===== src/verilog/ieb_cfg.svh =====
// Offsets, bit positions and reset values of the enable bank
`ifndef IEB_CFG_SVH
`define IEB_CFG_SVH
// Register indices; byte address is four times the index
`define IEB_IDX_R1 11'h4a9
`define IEB_IDX_R2 11'h4aa
`define IEB_IDX_R3 11'h4ab
`define IEB_IDX_R4 11'h4ac
`define IEB_IDX_R5 11'h4ad
`define IEB_IDX_R6 11'h4ae
`define IEB_IDX_R7 11'h4af
`define IEB_IDX_BASE 11'h4a8
// Implemented bits per register
`define IEB_IMPL_R1 8'h07
`define IEB_IMPL_R2 8'hf1
`define IEB_IMPL_R3 8'hff
`define IEB_IMPL_R4 8'hff
`define IEB_IMPL_R5 8'hf7
`define IEB_IMPL_R6 8'hfd
`define IEB_IMPL_R7 8'hef
`define IEB_RST_VAL 8'h00
// Bit positions, one group per register
`define IEB_B_ADC_DONE 3'h2
`define IEB_B_ZERO_CROSS 3'h1
`define IEB_B_EXT_PIN0 3'h0
`define IEB_B_DMA_ABORT 3'h7
`define IEB_B_DMA_OVERRUN 3'h6
`define IEB_B_DMA_DEST 3'h5
`define IEB_B_DMA_SRC 3'h4
`define IEB_B_ADC_THRESH 3'h0
`define IEB_B_TMR0 3'h7
`define IEB_B_CAPCOMP1 3'h6
`define IEB_B_TMR1_GATE 3'h5
`define IEB_B_TMR1 3'h4
`define IEB_B_TMR2 3'h3
`define IEB_B_SER_GEN 3'h2
`define IEB_B_SER_TX 3'h1
`define IEB_B_SER_RX 3'h0
`define IEB_B_PWM_PARAM 3'h7
`define IEB_B_PWM_PERIOD 3'h6
`define IEB_B_TMR3_GATE 3'h5
`define IEB_B_TMR3 3'h4
`define IEB_B_UART_GEN 3'h3
`define IEB_B_UART_FRAME 3'h2
`define IEB_B_CELL2 3'h5
`define IEB_B_CMP2 3'h4
`define IEB_B_OSC_GEN 3'h3
`define IEB_B_WAVE_GEN 3'h2
`define IEB_B_EXT_PIN1 3'h0
`define IEB_B_CELL3 3'h5
`define IEB_B_I2C_ERR 3'h3
// Bus answers
`define IEB_RESP_OK 2'h0
`define IEB_RESP_ERR 2'h2
`endif


===== src/verilog/ieb_pkg.sv =====
// Types shared by the interrupt enable bank
package ieb_pkg;
   typedef logic [7:0] ieb_byte_t;
   typedef enum logic [1:0] {
      IEB_ST_IDLE = 2'b01,
      IEB_ST_ANS = 2'b10
   } ieb_bus_st_t;
endpackage

===== src/verilog/ieb_bank.sv =====
// Peripheral interrupt enable bank with an Avalon-MM register slave
//
// How it works
// RL1 - Register one bit 2 enables the ADC conversion request.
// RL2 - Register one bit 1 enables the zero-cross detector request.
// RL3 - Register one bit 0 enables external pin 0 request.
// RL4 - Register two bits 7..4: DMA channel 1 abort, overrun, dest, source.
// RL5 - Register two bit 0 enables ADC threshold; bits 3..1 absent.
// RL6 - Register three: timer0 bit 7, timer1 gate 5, timer1 4, timer2 3.
// RL7 - Register three bit 6 enables capture/compare unit 1 request.
// RL8 - Register three: SPI port 1 general 2, transmit 1, receive 0.
// RL9 - Register four: PWM unit 1 parameter bit 7, period bit 6.
// RL10 - Register four: timer 3 gate bit 5, timer 3 overflow bit 4.
// RL11 - Register four: UART1 general 3, framing 2, transmit 1, receive 0.
// RL12 - Register five: PWM unit 2 parameter bit 7, period bit 6.
// RL13 - Register five: logic cell 2 bit 5, comparator 2 bit 4; 3 absent.
// RL14 - Register five: SPI port 2 general 2, transmit 1, receive 0.
// RL15 - Register six bits 7..4: DMA channel 2 abort, overrun, dest, source.
// RL16 - Register six: oscillator 3, waveform 2, pin 1 at 0; bit 1 absent.
// RL17 - Register seven: PWM3 parameter 7, period 6, cell 3 at 5; 4 absent.
// RL18 - Register seven: I2C1 error 3, general 2, transmit 1, receive 0.
// RL19 - Implemented enable bits are read/write and clear on reset.
// RL20 - Registers two to seven sit at consecutive indices 4aa..4af.
// RL21 - A request passes only while its flag and enable are both set.
// RL22 - Absent bit positions ignore writes and read back zero.
//
// Local design decision: the Avalon-MM register port.
`include "ieb_cfg.svh"

module ieb_bank #(
   parameter int ADDR_W = 13
) (
   input wire logic clk_i,
   input wire logic rst_i,
   input wire logic [ADDR_W-1:0] avs_address_i,
   input wire logic avs_read_i,
   input wire logic avs_write_i,
   input wire logic [31:0] avs_writedata_i,
   input wire logic [3:0] avs_byteenable_i,
   output logic [31:0] avs_readdata_o,
   output logic avs_waitrequest_o,
   output logic [1:0] avs_response_o,
   input wire ieb_pkg::ieb_byte_t flag1_i,
   input wire ieb_pkg::ieb_byte_t flag2_i,
   input wire ieb_pkg::ieb_byte_t flag3_i,
   input wire ieb_pkg::ieb_byte_t flag4_i,
   input wire ieb_pkg::ieb_byte_t flag5_i,
   input wire ieb_pkg::ieb_byte_t flag6_i,
   input wire ieb_pkg::ieb_byte_t flag7_i,
   output ieb_pkg::ieb_byte_t req1_o,
   output ieb_pkg::ieb_byte_t req2_o,
   output ieb_pkg::ieb_byte_t req3_o,
   output ieb_pkg::ieb_byte_t req4_o,
   output ieb_pkg::ieb_byte_t req5_o,
   output ieb_pkg::ieb_byte_t req6_o,
   output ieb_pkg::ieb_byte_t req7_o,
   output logic req_any_o
);
   import ieb_pkg::*;

   localparam ieb_byte_t IMPL_C [1:7] = '{
      `IEB_IMPL_R1,
      `IEB_IMPL_R2,
      `IEB_IMPL_R3,
      `IEB_IMPL_R4,
      `IEB_IMPL_R5,
      `IEB_IMPL_R6,
      `IEB_IMPL_R7
   };

   ieb_byte_t mask_ff [1:7];
   ieb_byte_t req_ff [1:7];
   ieb_byte_t gate_a [1:7];
   ieb_byte_t flag_a [1:7];
   ieb_bus_st_t state_ff;
   ieb_bus_st_t nxt_state;
   logic [31:0] rdata_ff;
   logic [1:0] resp_ff;
   logic [ADDR_W-3:0] idx;
   logic hit;
   logic [2:0] sel;
   logic req_on;
   logic wr_fire;
   ieb_byte_t rd_byte;

   // Named enables, register one
   logic adc_done_irq_en;
   logic zero_cross_irq_en;
   logic ext_pin0_irq_en;

   // Register two
   logic dma_ch1_abort_en;
   logic dma_ch1_overrun_en;
   logic dma_ch1_dest_count_en;
   logic dma_ch1_src_count_en;
   logic adc_threshold_irq_en;

   // Register three
   logic timer_zero_irq_en;
   logic capcomp_unit1_irq_en;
   logic timer_one_gate_irq_en;
   logic timer_one_irq_en;
   logic timer_two_irq_en;
   logic spi_port1_irq_en;
   logic spi_port1_tx_en;
   logic spi_port1_rx_en;

   // Register four
   logic pwm_unit1_param_en;
   logic pwm_unit1_period_en;
   logic timer_three_gate_irq_en;
   logic timer_three_irq_en;
   logic uart_port1_irq_en;
   logic uart_port1_framing_en;
   logic uart_port1_tx_en;
   logic uart_port1_rx_en;

   // Register five
   logic pwm_unit2_param_en;
   logic pwm_unit2_period_en;
   logic logic_cell2_irq_en;
   logic comparator2_irq_en;
   logic spi_port2_irq_en;
   logic spi_port2_tx_en;
   logic spi_port2_rx_en;

   // Register six
   logic dma_ch2_abort_en;
   logic dma_ch2_overrun_en;
   logic dma_ch2_dest_count_en;
   logic dma_ch2_src_count_en;
   logic osc_generator_irq_en;
   logic waveform_gen_irq_en;
   logic ext_pin1_irq_en;

   // Register seven
   logic pwm_unit3_param_en;
   logic pwm_unit3_period_en;
   logic logic_cell3_irq_en;
   logic i2c_port1_error_en;
   logic i2c_port1_irq_en;
   logic i2c_port1_tx_en;
   logic i2c_port1_rx_en;

   // Address decode; misaligned addresses count as unmapped
   assign idx = avs_address_i[ADDR_W-1:2];
   assign hit = (idx >= `IEB_IDX_R1) && (idx <= `IEB_IDX_R7)
      && (avs_address_i[1:0] == 2'h0); // RL20
   assign sel = 3'(idx - `IEB_IDX_BASE); // RL20
   assign req_on = avs_read_i | avs_write_i;
   assign wr_fire = avs_write_i && (state_ff == IEB_ST_ANS) && hit
      && avs_byteenable_i[0];

   // One wait cycle for every access keeps read data registered
   assign avs_waitrequest_o = (state_ff != IEB_ST_ANS);
   assign avs_readdata_o = rdata_ff;
   assign avs_response_o = resp_ff;

   always_comb begin
      nxt_state = state_ff;
      case (state_ff)
         IEB_ST_IDLE: begin
            if (req_on) begin
               nxt_state = IEB_ST_ANS;
            end
         end
         IEB_ST_ANS: begin
            nxt_state = IEB_ST_IDLE;
         end
         default: begin
            nxt_state = IEB_ST_IDLE;
         end
      endcase
   end

   always_ff @(posedge clk_i) begin
      if (rst_i) begin
         state_ff <= IEB_ST_IDLE;
      end else begin
         state_ff <= nxt_state;
      end
   end

   always_comb begin
      rd_byte = 8'h00;
      if (hit) begin
         rd_byte = mask_ff[sel] & IMPL_C[sel]; // RL22
      end
   end

   // Read data and answer are captured while waitrequest is high
   always_ff @(posedge clk_i) begin
      if (rst_i) begin
         rdata_ff <= 32'h0000_0000;
         resp_ff <= `IEB_RESP_OK;
      end else if (state_ff == IEB_ST_IDLE && req_on) begin
         rdata_ff <= avs_read_i ? {24'h00_0000, rd_byte} : 32'h0000_0000;
         resp_ff <= hit ? `IEB_RESP_OK : `IEB_RESP_ERR;
      end
   end

   // Enable storage; the write lands at the edge waitrequest is low
   generate
      for (genvar r = 1; r <= 7; r++) begin : g_reg
         always_ff @(posedge clk_i) begin
            if (rst_i) begin
               mask_ff[r] <= `IEB_RST_VAL; // RL19
            end else if (wr_fire && sel == 3'(r)) begin
               mask_ff[r] <= avs_writedata_i[7:0] & IMPL_C[r]; // RL19 RL22
            end
         end

         // Registered gate so requests never glitch downstream
         always_ff @(posedge clk_i) begin
            if (rst_i) begin
               req_ff[r] <= 8'h00;
            end else begin
               req_ff[r] <= flag_a[r] & gate_a[r]; // RL21
            end
         end
      end
   endgenerate

   assign flag_a[1] = flag1_i;
   assign flag_a[2] = flag2_i;
   assign flag_a[3] = flag3_i;
   assign flag_a[4] = flag4_i;
   assign flag_a[5] = flag5_i;
   assign flag_a[6] = flag6_i;
   assign flag_a[7] = flag7_i;

   assign req1_o = req_ff[1];
   assign req2_o = req_ff[2];
   assign req3_o = req_ff[3];
   assign req4_o = req_ff[4];
   assign req5_o = req_ff[5];
   assign req6_o = req_ff[6];
   assign req7_o = req_ff[7];
   assign req_any_o = |{req_ff[1], req_ff[2], req_ff[3], req_ff[4],
      req_ff[5], req_ff[6], req_ff[7]};

   // Register one: only the low three bits live in this bank
   assign adc_done_irq_en = mask_ff[1][`IEB_B_ADC_DONE]; // RL1
   assign zero_cross_irq_en = mask_ff[1][`IEB_B_ZERO_CROSS]; // RL2
   assign ext_pin0_irq_en = mask_ff[1][`IEB_B_EXT_PIN0]; // RL3

   // Register two
   assign dma_ch1_abort_en = mask_ff[2][`IEB_B_DMA_ABORT]; // RL4
   assign dma_ch1_overrun_en = mask_ff[2][`IEB_B_DMA_OVERRUN]; // RL4
   assign dma_ch1_dest_count_en = mask_ff[2][`IEB_B_DMA_DEST]; // RL4
   assign dma_ch1_src_count_en = mask_ff[2][`IEB_B_DMA_SRC]; // RL4
   assign adc_threshold_irq_en = mask_ff[2][`IEB_B_ADC_THRESH]; // RL5

   // Register three
   assign timer_zero_irq_en = mask_ff[3][`IEB_B_TMR0]; // RL6
   assign capcomp_unit1_irq_en = mask_ff[3][`IEB_B_CAPCOMP1]; // RL7
   assign timer_one_gate_irq_en = mask_ff[3][`IEB_B_TMR1_GATE]; // RL6
   assign timer_one_irq_en = mask_ff[3][`IEB_B_TMR1]; // RL6
   assign timer_two_irq_en = mask_ff[3][`IEB_B_TMR2]; // RL6
   assign spi_port1_irq_en = mask_ff[3][`IEB_B_SER_GEN]; // RL8
   assign spi_port1_tx_en = mask_ff[3][`IEB_B_SER_TX]; // RL8
   assign spi_port1_rx_en = mask_ff[3][`IEB_B_SER_RX]; // RL8

   // Register four
   assign pwm_unit1_param_en = mask_ff[4][`IEB_B_PWM_PARAM]; // RL9
   assign pwm_unit1_period_en = mask_ff[4][`IEB_B_PWM_PERIOD]; // RL9
   assign timer_three_gate_irq_en = mask_ff[4][`IEB_B_TMR3_GATE]; // RL10
   assign timer_three_irq_en = mask_ff[4][`IEB_B_TMR3]; // RL10
   assign uart_port1_irq_en = mask_ff[4][`IEB_B_UART_GEN]; // RL11
   assign uart_port1_framing_en = mask_ff[4][`IEB_B_UART_FRAME]; // RL11
   assign uart_port1_tx_en = mask_ff[4][`IEB_B_SER_TX]; // RL11
   assign uart_port1_rx_en = mask_ff[4][`IEB_B_SER_RX]; // RL11

   // Register five
   assign pwm_unit2_param_en = mask_ff[5][`IEB_B_PWM_PARAM]; // RL12
   assign pwm_unit2_period_en = mask_ff[5][`IEB_B_PWM_PERIOD]; // RL12
   assign logic_cell2_irq_en = mask_ff[5][`IEB_B_CELL2]; // RL13
   assign comparator2_irq_en = mask_ff[5][`IEB_B_CMP2]; // RL13
   assign spi_port2_irq_en = mask_ff[5][`IEB_B_SER_GEN]; // RL14
   assign spi_port2_tx_en = mask_ff[5][`IEB_B_SER_TX]; // RL14
   assign spi_port2_rx_en = mask_ff[5][`IEB_B_SER_RX]; // RL14

   // Register six
   assign dma_ch2_abort_en = mask_ff[6][`IEB_B_DMA_ABORT]; // RL15
   assign dma_ch2_overrun_en = mask_ff[6][`IEB_B_DMA_OVERRUN]; // RL15
   assign dma_ch2_dest_count_en = mask_ff[6][`IEB_B_DMA_DEST]; // RL15
   assign dma_ch2_src_count_en = mask_ff[6][`IEB_B_DMA_SRC]; // RL15
   assign osc_generator_irq_en = mask_ff[6][`IEB_B_OSC_GEN]; // RL16
   assign waveform_gen_irq_en = mask_ff[6][`IEB_B_WAVE_GEN]; // RL16
   assign ext_pin1_irq_en = mask_ff[6][`IEB_B_EXT_PIN1]; // RL16

   // Register seven
   assign pwm_unit3_param_en = mask_ff[7][`IEB_B_PWM_PARAM]; // RL17
   assign pwm_unit3_period_en = mask_ff[7][`IEB_B_PWM_PERIOD]; // RL17
   assign logic_cell3_irq_en = mask_ff[7][`IEB_B_CELL3]; // RL17
   assign i2c_port1_error_en = mask_ff[7][`IEB_B_I2C_ERR]; // RL18
   assign i2c_port1_irq_en = mask_ff[7][`IEB_B_SER_GEN]; // RL18
   assign i2c_port1_tx_en = mask_ff[7][`IEB_B_SER_TX]; // RL18
   assign i2c_port1_rx_en = mask_ff[7][`IEB_B_SER_RX]; // RL18

   // Gate vectors; positions left unset stay zero, so absent bits
   // can never pass a flag through
   always_comb begin
      for (int r = 1; r <= 7; r++) begin
         gate_a[r] = 8'h00; // RL22
      end
      // Register one
      gate_a[1][`IEB_B_ADC_DONE] = adc_done_irq_en;
      gate_a[1][`IEB_B_ZERO_CROSS] = zero_cross_irq_en;
      gate_a[1][`IEB_B_EXT_PIN0] = ext_pin0_irq_en;

      // Register two
      gate_a[2][`IEB_B_DMA_ABORT] = dma_ch1_abort_en;
      gate_a[2][`IEB_B_DMA_OVERRUN] = dma_ch1_overrun_en;
      gate_a[2][`IEB_B_DMA_DEST] = dma_ch1_dest_count_en;
      gate_a[2][`IEB_B_DMA_SRC] = dma_ch1_src_count_en;
      gate_a[2][`IEB_B_ADC_THRESH] = adc_threshold_irq_en;

      // Register three
      gate_a[3][`IEB_B_TMR0] = timer_zero_irq_en;
      gate_a[3][`IEB_B_CAPCOMP1] = capcomp_unit1_irq_en;
      gate_a[3][`IEB_B_TMR1_GATE] = timer_one_gate_irq_en;
      gate_a[3][`IEB_B_TMR1] = timer_one_irq_en;
      gate_a[3][`IEB_B_TMR2] = timer_two_irq_en;
      gate_a[3][`IEB_B_SER_GEN] = spi_port1_irq_en;
      gate_a[3][`IEB_B_SER_TX] = spi_port1_tx_en;
      gate_a[3][`IEB_B_SER_RX] = spi_port1_rx_en;

      // Register four
      gate_a[4][`IEB_B_PWM_PARAM] = pwm_unit1_param_en;
      gate_a[4][`IEB_B_PWM_PERIOD] = pwm_unit1_period_en;
      gate_a[4][`IEB_B_TMR3_GATE] = timer_three_gate_irq_en;
      gate_a[4][`IEB_B_TMR3] = timer_three_irq_en;
      gate_a[4][`IEB_B_UART_GEN] = uart_port1_irq_en;
      gate_a[4][`IEB_B_UART_FRAME] = uart_port1_framing_en;
      gate_a[4][`IEB_B_SER_TX] = uart_port1_tx_en;
      gate_a[4][`IEB_B_SER_RX] = uart_port1_rx_en;

      // Register five
      gate_a[5][`IEB_B_PWM_PARAM] = pwm_unit2_param_en;
      gate_a[5][`IEB_B_PWM_PERIOD] = pwm_unit2_period_en;
      gate_a[5][`IEB_B_CELL2] = logic_cell2_irq_en;
      gate_a[5][`IEB_B_CMP2] = comparator2_irq_en;
      gate_a[5][`IEB_B_SER_GEN] = spi_port2_irq_en;
      gate_a[5][`IEB_B_SER_TX] = spi_port2_tx_en;
      gate_a[5][`IEB_B_SER_RX] = spi_port2_rx_en;

      // Register six
      gate_a[6][`IEB_B_DMA_ABORT] = dma_ch2_abort_en;
      gate_a[6][`IEB_B_DMA_OVERRUN] = dma_ch2_overrun_en;
      gate_a[6][`IEB_B_DMA_DEST] = dma_ch2_dest_count_en;
      gate_a[6][`IEB_B_DMA_SRC] = dma_ch2_src_count_en;
      gate_a[6][`IEB_B_OSC_GEN] = osc_generator_irq_en;
      gate_a[6][`IEB_B_WAVE_GEN] = waveform_gen_irq_en;
      gate_a[6][`IEB_B_EXT_PIN1] = ext_pin1_irq_en;

      // Register seven
      gate_a[7][`IEB_B_PWM_PARAM] = pwm_unit3_param_en;
      gate_a[7][`IEB_B_PWM_PERIOD] = pwm_unit3_period_en;
      gate_a[7][`IEB_B_CELL3] = logic_cell3_irq_en;
      gate_a[7][`IEB_B_I2C_ERR] = i2c_port1_error_en;
      gate_a[7][`IEB_B_SER_GEN] = i2c_port1_irq_en;
      gate_a[7][`IEB_B_SER_TX] = i2c_port1_tx_en;
      gate_a[7][`IEB_B_SER_RX] = i2c_port1_rx_en;
   end

endmodule


===== config.mk =====
export PLATFORM = sky130hd
export DESIGN_NAME = ieb_bank
export DESIGN_NICKNAME = d
export VERILOG_FILES = /design/src/verilog/ieb_pkg.sv /design/src/verilog/ieb_bank.sv
export VERILOG_INCLUDE_DIRS = /design/src /design/src/verilog
export SDC_FILE = /design/constraint.sdc
export NUM_CORES = 1
export LEC_CHECK = 0
export BUFFER_PORTS_ARGS = -buffer_cell sky130_fd_sc_hd__buf_2
export CAP_MARGIN = 25
export CORE_ASPECT_RATIO = 0.6
export CORE_MARGIN = 3
export CORE_UTILIZATION = 42
export DETAILED_ROUTE_END_ITERATION = 10
export GPL_TIMING_DRIVEN = 0
export PLACE_DENSITY = 0.76
export SLEW_MARGIN = 20
export SYNTH_ARGS = -nofsm -noshare
export SYNTH_HDL_FRONTEND = slang
export SYNTH_SLANG_ARGS = --single-unit

===== constraint.sdc =====
create_clock -name clk_i -period 2 [get_ports clk_i]
set_input_delay 0.5 -clock clk_i [delete_from_list [all_inputs] [get_ports clk_i]]
set_output_delay 0.5 -clock clk_i [all_outputs]
set_load 0.005 [all_outputs]

**Word level (Yosys, flattened, before mapping)**

Memories as Yosys holds them, arrays and structs flattened.
Index checks and enable logic that the tools add are counted.

- Flip-flop bits (word level): 36
- RAM bits: 112
- Memory bits (read-only): 64
- Input port bits: 109
- Output and inout port bits: 92
- Logic and storage cells: 104
- Memories: 3

Memories:

| name | depth | bits a word | read ports | clocked after Yosys merged registers in | write ports | RTL line | text |
|---|---|---|---|---|---|---|---|
| (name not given) | 8 | 8 | 1 | 0 | 0 | ieb_bank.sv:187 | `rd_byte = mask_ff[sel] & IMPL_C[sel];` |
| mask_ff | 7 | 8 | 8 | 0 | 7 | ieb_bank.sv:71 | `ieb_byte_t mask_ff [1:7];` |
| req_ff | 7 | 8 | 7 | 0 | 7 | ieb_bank.sv:72 | `ieb_byte_t req_ff [1:7];` |

- Add/sub/neg operators: 1
- Magnitude comparators: 3
- Eq/ne operators: 10
- Multiplexer cells: 43
- Bitwise operators: 25
- Reductions and logical operators: 16

Operators by type and width:

| kind | number |
|---|---|
| $mux 8 | 18 |
| $and 8x8->8 | 7 |
| $reduce_or 56->1 | 1 |
| $mux 1 | 24 |
| $or 1x1->1 | 15 |
| $logic_and 1x1->1 | 13 |
| $eq 3x3->1 const B | 4 |
| $ge 11x11->1 const B | 1 |
| $le 11x11->1 const B | 1 |
| $and 8x3->8 | 1 |
| $eq 3x2->1 const B | 2 |
| $ge 4x4->1 const B | 1 |
| $not 3->4 | 1 |
| $eq 3x1->1 const B | 1 |
| $sub 3x1->3 const B | 1 |
| $eq 2x1->1 const B | 1 |
| $eq 2x2->1 const B | 1 |
| $logic_not 2->1 | 1 |
| $mux 2 | 1 |
| $ne 2x2->1 const B | 1 |
| $reduce_or 2->1 | 1 |
| $not 1->1 | 1 |

**Depth between registers and ports, before layout**

- Depth after elaboration: 10
- Mapped depth: 6
- Depth with buffers taken out: 4

**Worst setup path before layout**

No wires, ideal clock.

- Path kind: input to register
- Start: input avs_address_i[1]
- End: memory mask_ff[4][0] (netlist bit), enable pin
- Library setup time: 326 ps
- Arrival time: 1727 ps
- Required time: 1674 ps
- Path slack: -53 ps
- Cell stages on the path: 4
- Path buffers: 0
- Cells stage by stage: or2_1 > or4_4 > nor2_1 > a21o_1

RTL lines:

| what | RTL line | text |
|---|---|---|
| from (decl) | ieb_bank.sv:35 | `input wire logic [ADDR_W-1:0] avs_address_i,` |
| to (decl) | ieb_bank.sv:71 |  |

==> reports/qor.yml <==
cts_made_buffers: 9
dpl_cell_area_um2: 5220
power_frac_comb: 0.100
sw_frac_of_total: 0.235
fin_crit_ns: 2.12
required_ns: 1.50
place_worst_setup_slack_ns: -0.774
power.share.clock: 0.389
final_max_slew_viol_count: 0
synth_edf_count: 45
fill_cells: 806
drc_errors: 0
synth_cell_types: 47
maxCapViolCount: 0
ir_worst_vdd_v: 0.000443
clock_path_buffers: 2
grt_overflow: 0
dieArea_um2: 11500
yosys_warnings: 0
end_kind: "primary output"
layout.nets: 700
grt_max_degree: 17
skew_ns: 0.00833
clk_pin_slew_ns: 0.07
fin_crit_sh: 1.06
netlist_instances: 415
die_w_um: 137
synth_top_area_frac: 0.315
final_layout_size_suffix_gt1_frac: 0.398
final_cells: 726
ys_async_sr_fraction: 0
cts-root-buf: "clkbuf_16"
synth_seq_cells: 101
hp-class: "input port to flip-flop"
grt_pass1_wl_um: 19600
dr.pass1.iters: 4
routedWlPerCell_um: 18.2
synth.avg_cell_area_um2: 10.3
setup-violations-final: 1
clk_latency_ns: 0.35
io_pins: 201
num_rows: 27
max_freq_mhz: 472
first_iter_violations: 319
antenna_found_initial: 0
setup_tns_ns: -0.117
crit_fanout: 2
holdWs_ns: 0.360
slew-limit-headroom: 0.580
cp_data_arrival_time_ns: 1.62
worst_slack_ns: -0.117
ys.flop_type: "dfxtp_1"
netlist_top_cells_area: "edfxtp_1 (31%), dfxtp_1 (26%), buf_4 (6.3%), and3_1 (5.8%), nand2_1 (4.9%)"
violations: "setup timing"
placedCellCount: 704
outcome: "complete, but fails checks"
total_power_mw: 4.42
diodes: 0
grt.total_usage: 0.226
gp_congestion: 0.923
power_density_nw_per_um2: 767
port_buffers: 124
routed_via_density: 5.13
place_hpwl_um: 10200
yosys.area.top_type: "edfxtp_1"
netlist_area_um2: 4290
design_area_um2: 5760
leakage_nw: 2.80
critPathLaunchType: "flip-flop"
final_core_util: 0.603
drtAntennaViolNets: 0
initial_utilization: 0.449
path_class: "flip-flop to primary output"
h-tree-depth: 3
vias: 3723
rsz0062_at_grt: "yes"
routed_wl_um: 13200
seq_power_share: 0.512
grt_pass1_vias: 3619
syn_to_final_growth_pct: 34.2
p_int_mw: 3.38
tightest_slew_ns: 0.630
cts_sinks: 101
cts_tree: "built"
ys_seq_area_frac: 0.576
die_h_um: 84.3
hold_violations: 0
core_um2: 9560
power.net_switching_mw: 1.04
-- what timing repair did --
item,in CTS,in global routing
cloned,0,3
hold buffers,0,0
resized for setup,18,40
pin swaps,4,8
setup endpoints to repair,35,90
buffers inserted,0,4
-- synthesized netlist by cell type, types with 2 or more instances --
| master | n |
|---|---|
| a21o_1 | 3 |
| a21oi_1 | 7 |
| a222oi_1 | 2 |
| and3_1 | 40 |
| and3_2 | 4 |
| and3b_1 | 3 |
| buf_1 | 2 |
| buf_2 | 3 |
| buf_4 | 36 |
| buf_6 | 2 |
| clkbuf_1 | 15 |
| dfxtp_1 | 56 |
| edfxtp_1 | 45 |
| inv_1 | 3 |
| mux2_2 | 6 |
| mux2i_1 | 12 |
| nand2_1 | 56 |
| nand2b_1 | 3 |
| nand3_1 | 4 |
| nand3b_1 | 2 |
| nand4_1 | 4 |
| nand4bb_1 | 2 |
| nor2_1 | 51 |
| nor2b_1 | 3 |
| nor3_1 | 4 |
| nor4_1 | 11 |
| o21ai_0 | 6 |
| o21ai_1 | 5 |
| o21bai_1 | 4 |
| or2_2 | 2 |
| or3_1 | 2 |
| or4_4 | 2 |
-- kinds of logic (layout without fill, tap and decap cells) --
| group | Yosys count | in the layout | synth area share |
|---|---|---|---|
| simple gates | 199 | 199 | 0.238 |
| compound gates | 34 | 34 | 0.0504 |
| other cells | 1 | 36 | 0.000874 |
| mux | 18 | 18 | 0.0437 |
| buf+inv | 62 | 208 | 0.0904 |
| flops | 101 | 101 | 0.576 |
-- routing by layer --
layer,wire length [um],track usage,part of all wire
met1,5600,0.314,0.42
met2,5830,0.342,0.44
met3,1640,0.0814,0.12
met4,157,0.0430,0.012
met5,0,0,0
-- power groups by stage --
| stage | clock (mW) | sequential, mW | combinational (mW) |
|---|---|---|---|
| floorplan | 0 | 2.28 | 0.230 |
| global placement | 0 | 2.30 | 0.397 |
| detailed placement | 0 | 2.30 | 0.405 |
| CTS | 1.73 | 2.26 | 0.418 |
| global route | 1.82 | 2.27 | 0.481 |
| finish | 1.72 | 2.26 | 0.440 |
-- critical path: stages, from the launching register on --
cell and delay, ns:
dfxtp_1 0.33, nor4_2 0.29, nand4_1 0.23, nor2_2 0.19
nand4_1 0.10, buf_2 0.14
-- placed cells by master, fill, tap and decap left out, types with 4 or more instances in the layout --
cell / count
a21oi_1: 7
and3_1: 35
and3_2: 4
and3_4: 5
buf_2: 127
buf_4: 40
buf_6: 6
clkbuf_1: 9
clkbuf_16: 9
clkbuf_2: 6
conb_1: 36
dfxtp_1: 52
dfxtp_2: 4
edfxtp_1: 45
mux2_2: 6
mux2i_1: 12
nand2_1: 55
nand3_1: 4
nand4_1: 4
nor2_1: 49
nor4_1: 5
nor4_4: 4
o21ai_0: 6
o21ai_1: 5
-- layout make-up --
cell class                 count  area, um2  share of cell area
buffer                        58        389              0.0675
clock buffer                  10        229              0.0397
clock inverter                 6       62.6              0.0109
inverter                       3       11.3             0.00195
multi-input combinational    287       1750               0.303
sequential                   101       2480               0.430
tap                          130        163              0.0282
timing repair buffer         131        682               0.118
-- registers in the layout (all words and copies together), names as in the netlist --
signal	cells
req_ff	45
state_ff	2
avs_readdata_o	8
avs_response_o	1
mask_ff	45
-- path summary, 6_finish.rpt --
kind / start / to / slack [ns] / cells past startpoint
max: req_ff[4][2]$_SDFF_PP0_ / req_any_o / -0.12 / 5
min: flag4_i[0] / req_ff[4][0]$_SDFF_PP0_ / 0.36 / 3
max reg2reg: state_ff[0]$_SDFFE_PP1P_ / mask_ff[5][4]$_SDFFCE_PN0P_ / 0.02 / 6
min reg2reg: avs_readdata_o[2]$_SDFFE_PP0P_ / avs_readdata_o[2]$_SDFFE_PP0P_ / 0.44 / 2
(Power assumes the default switching activity.)
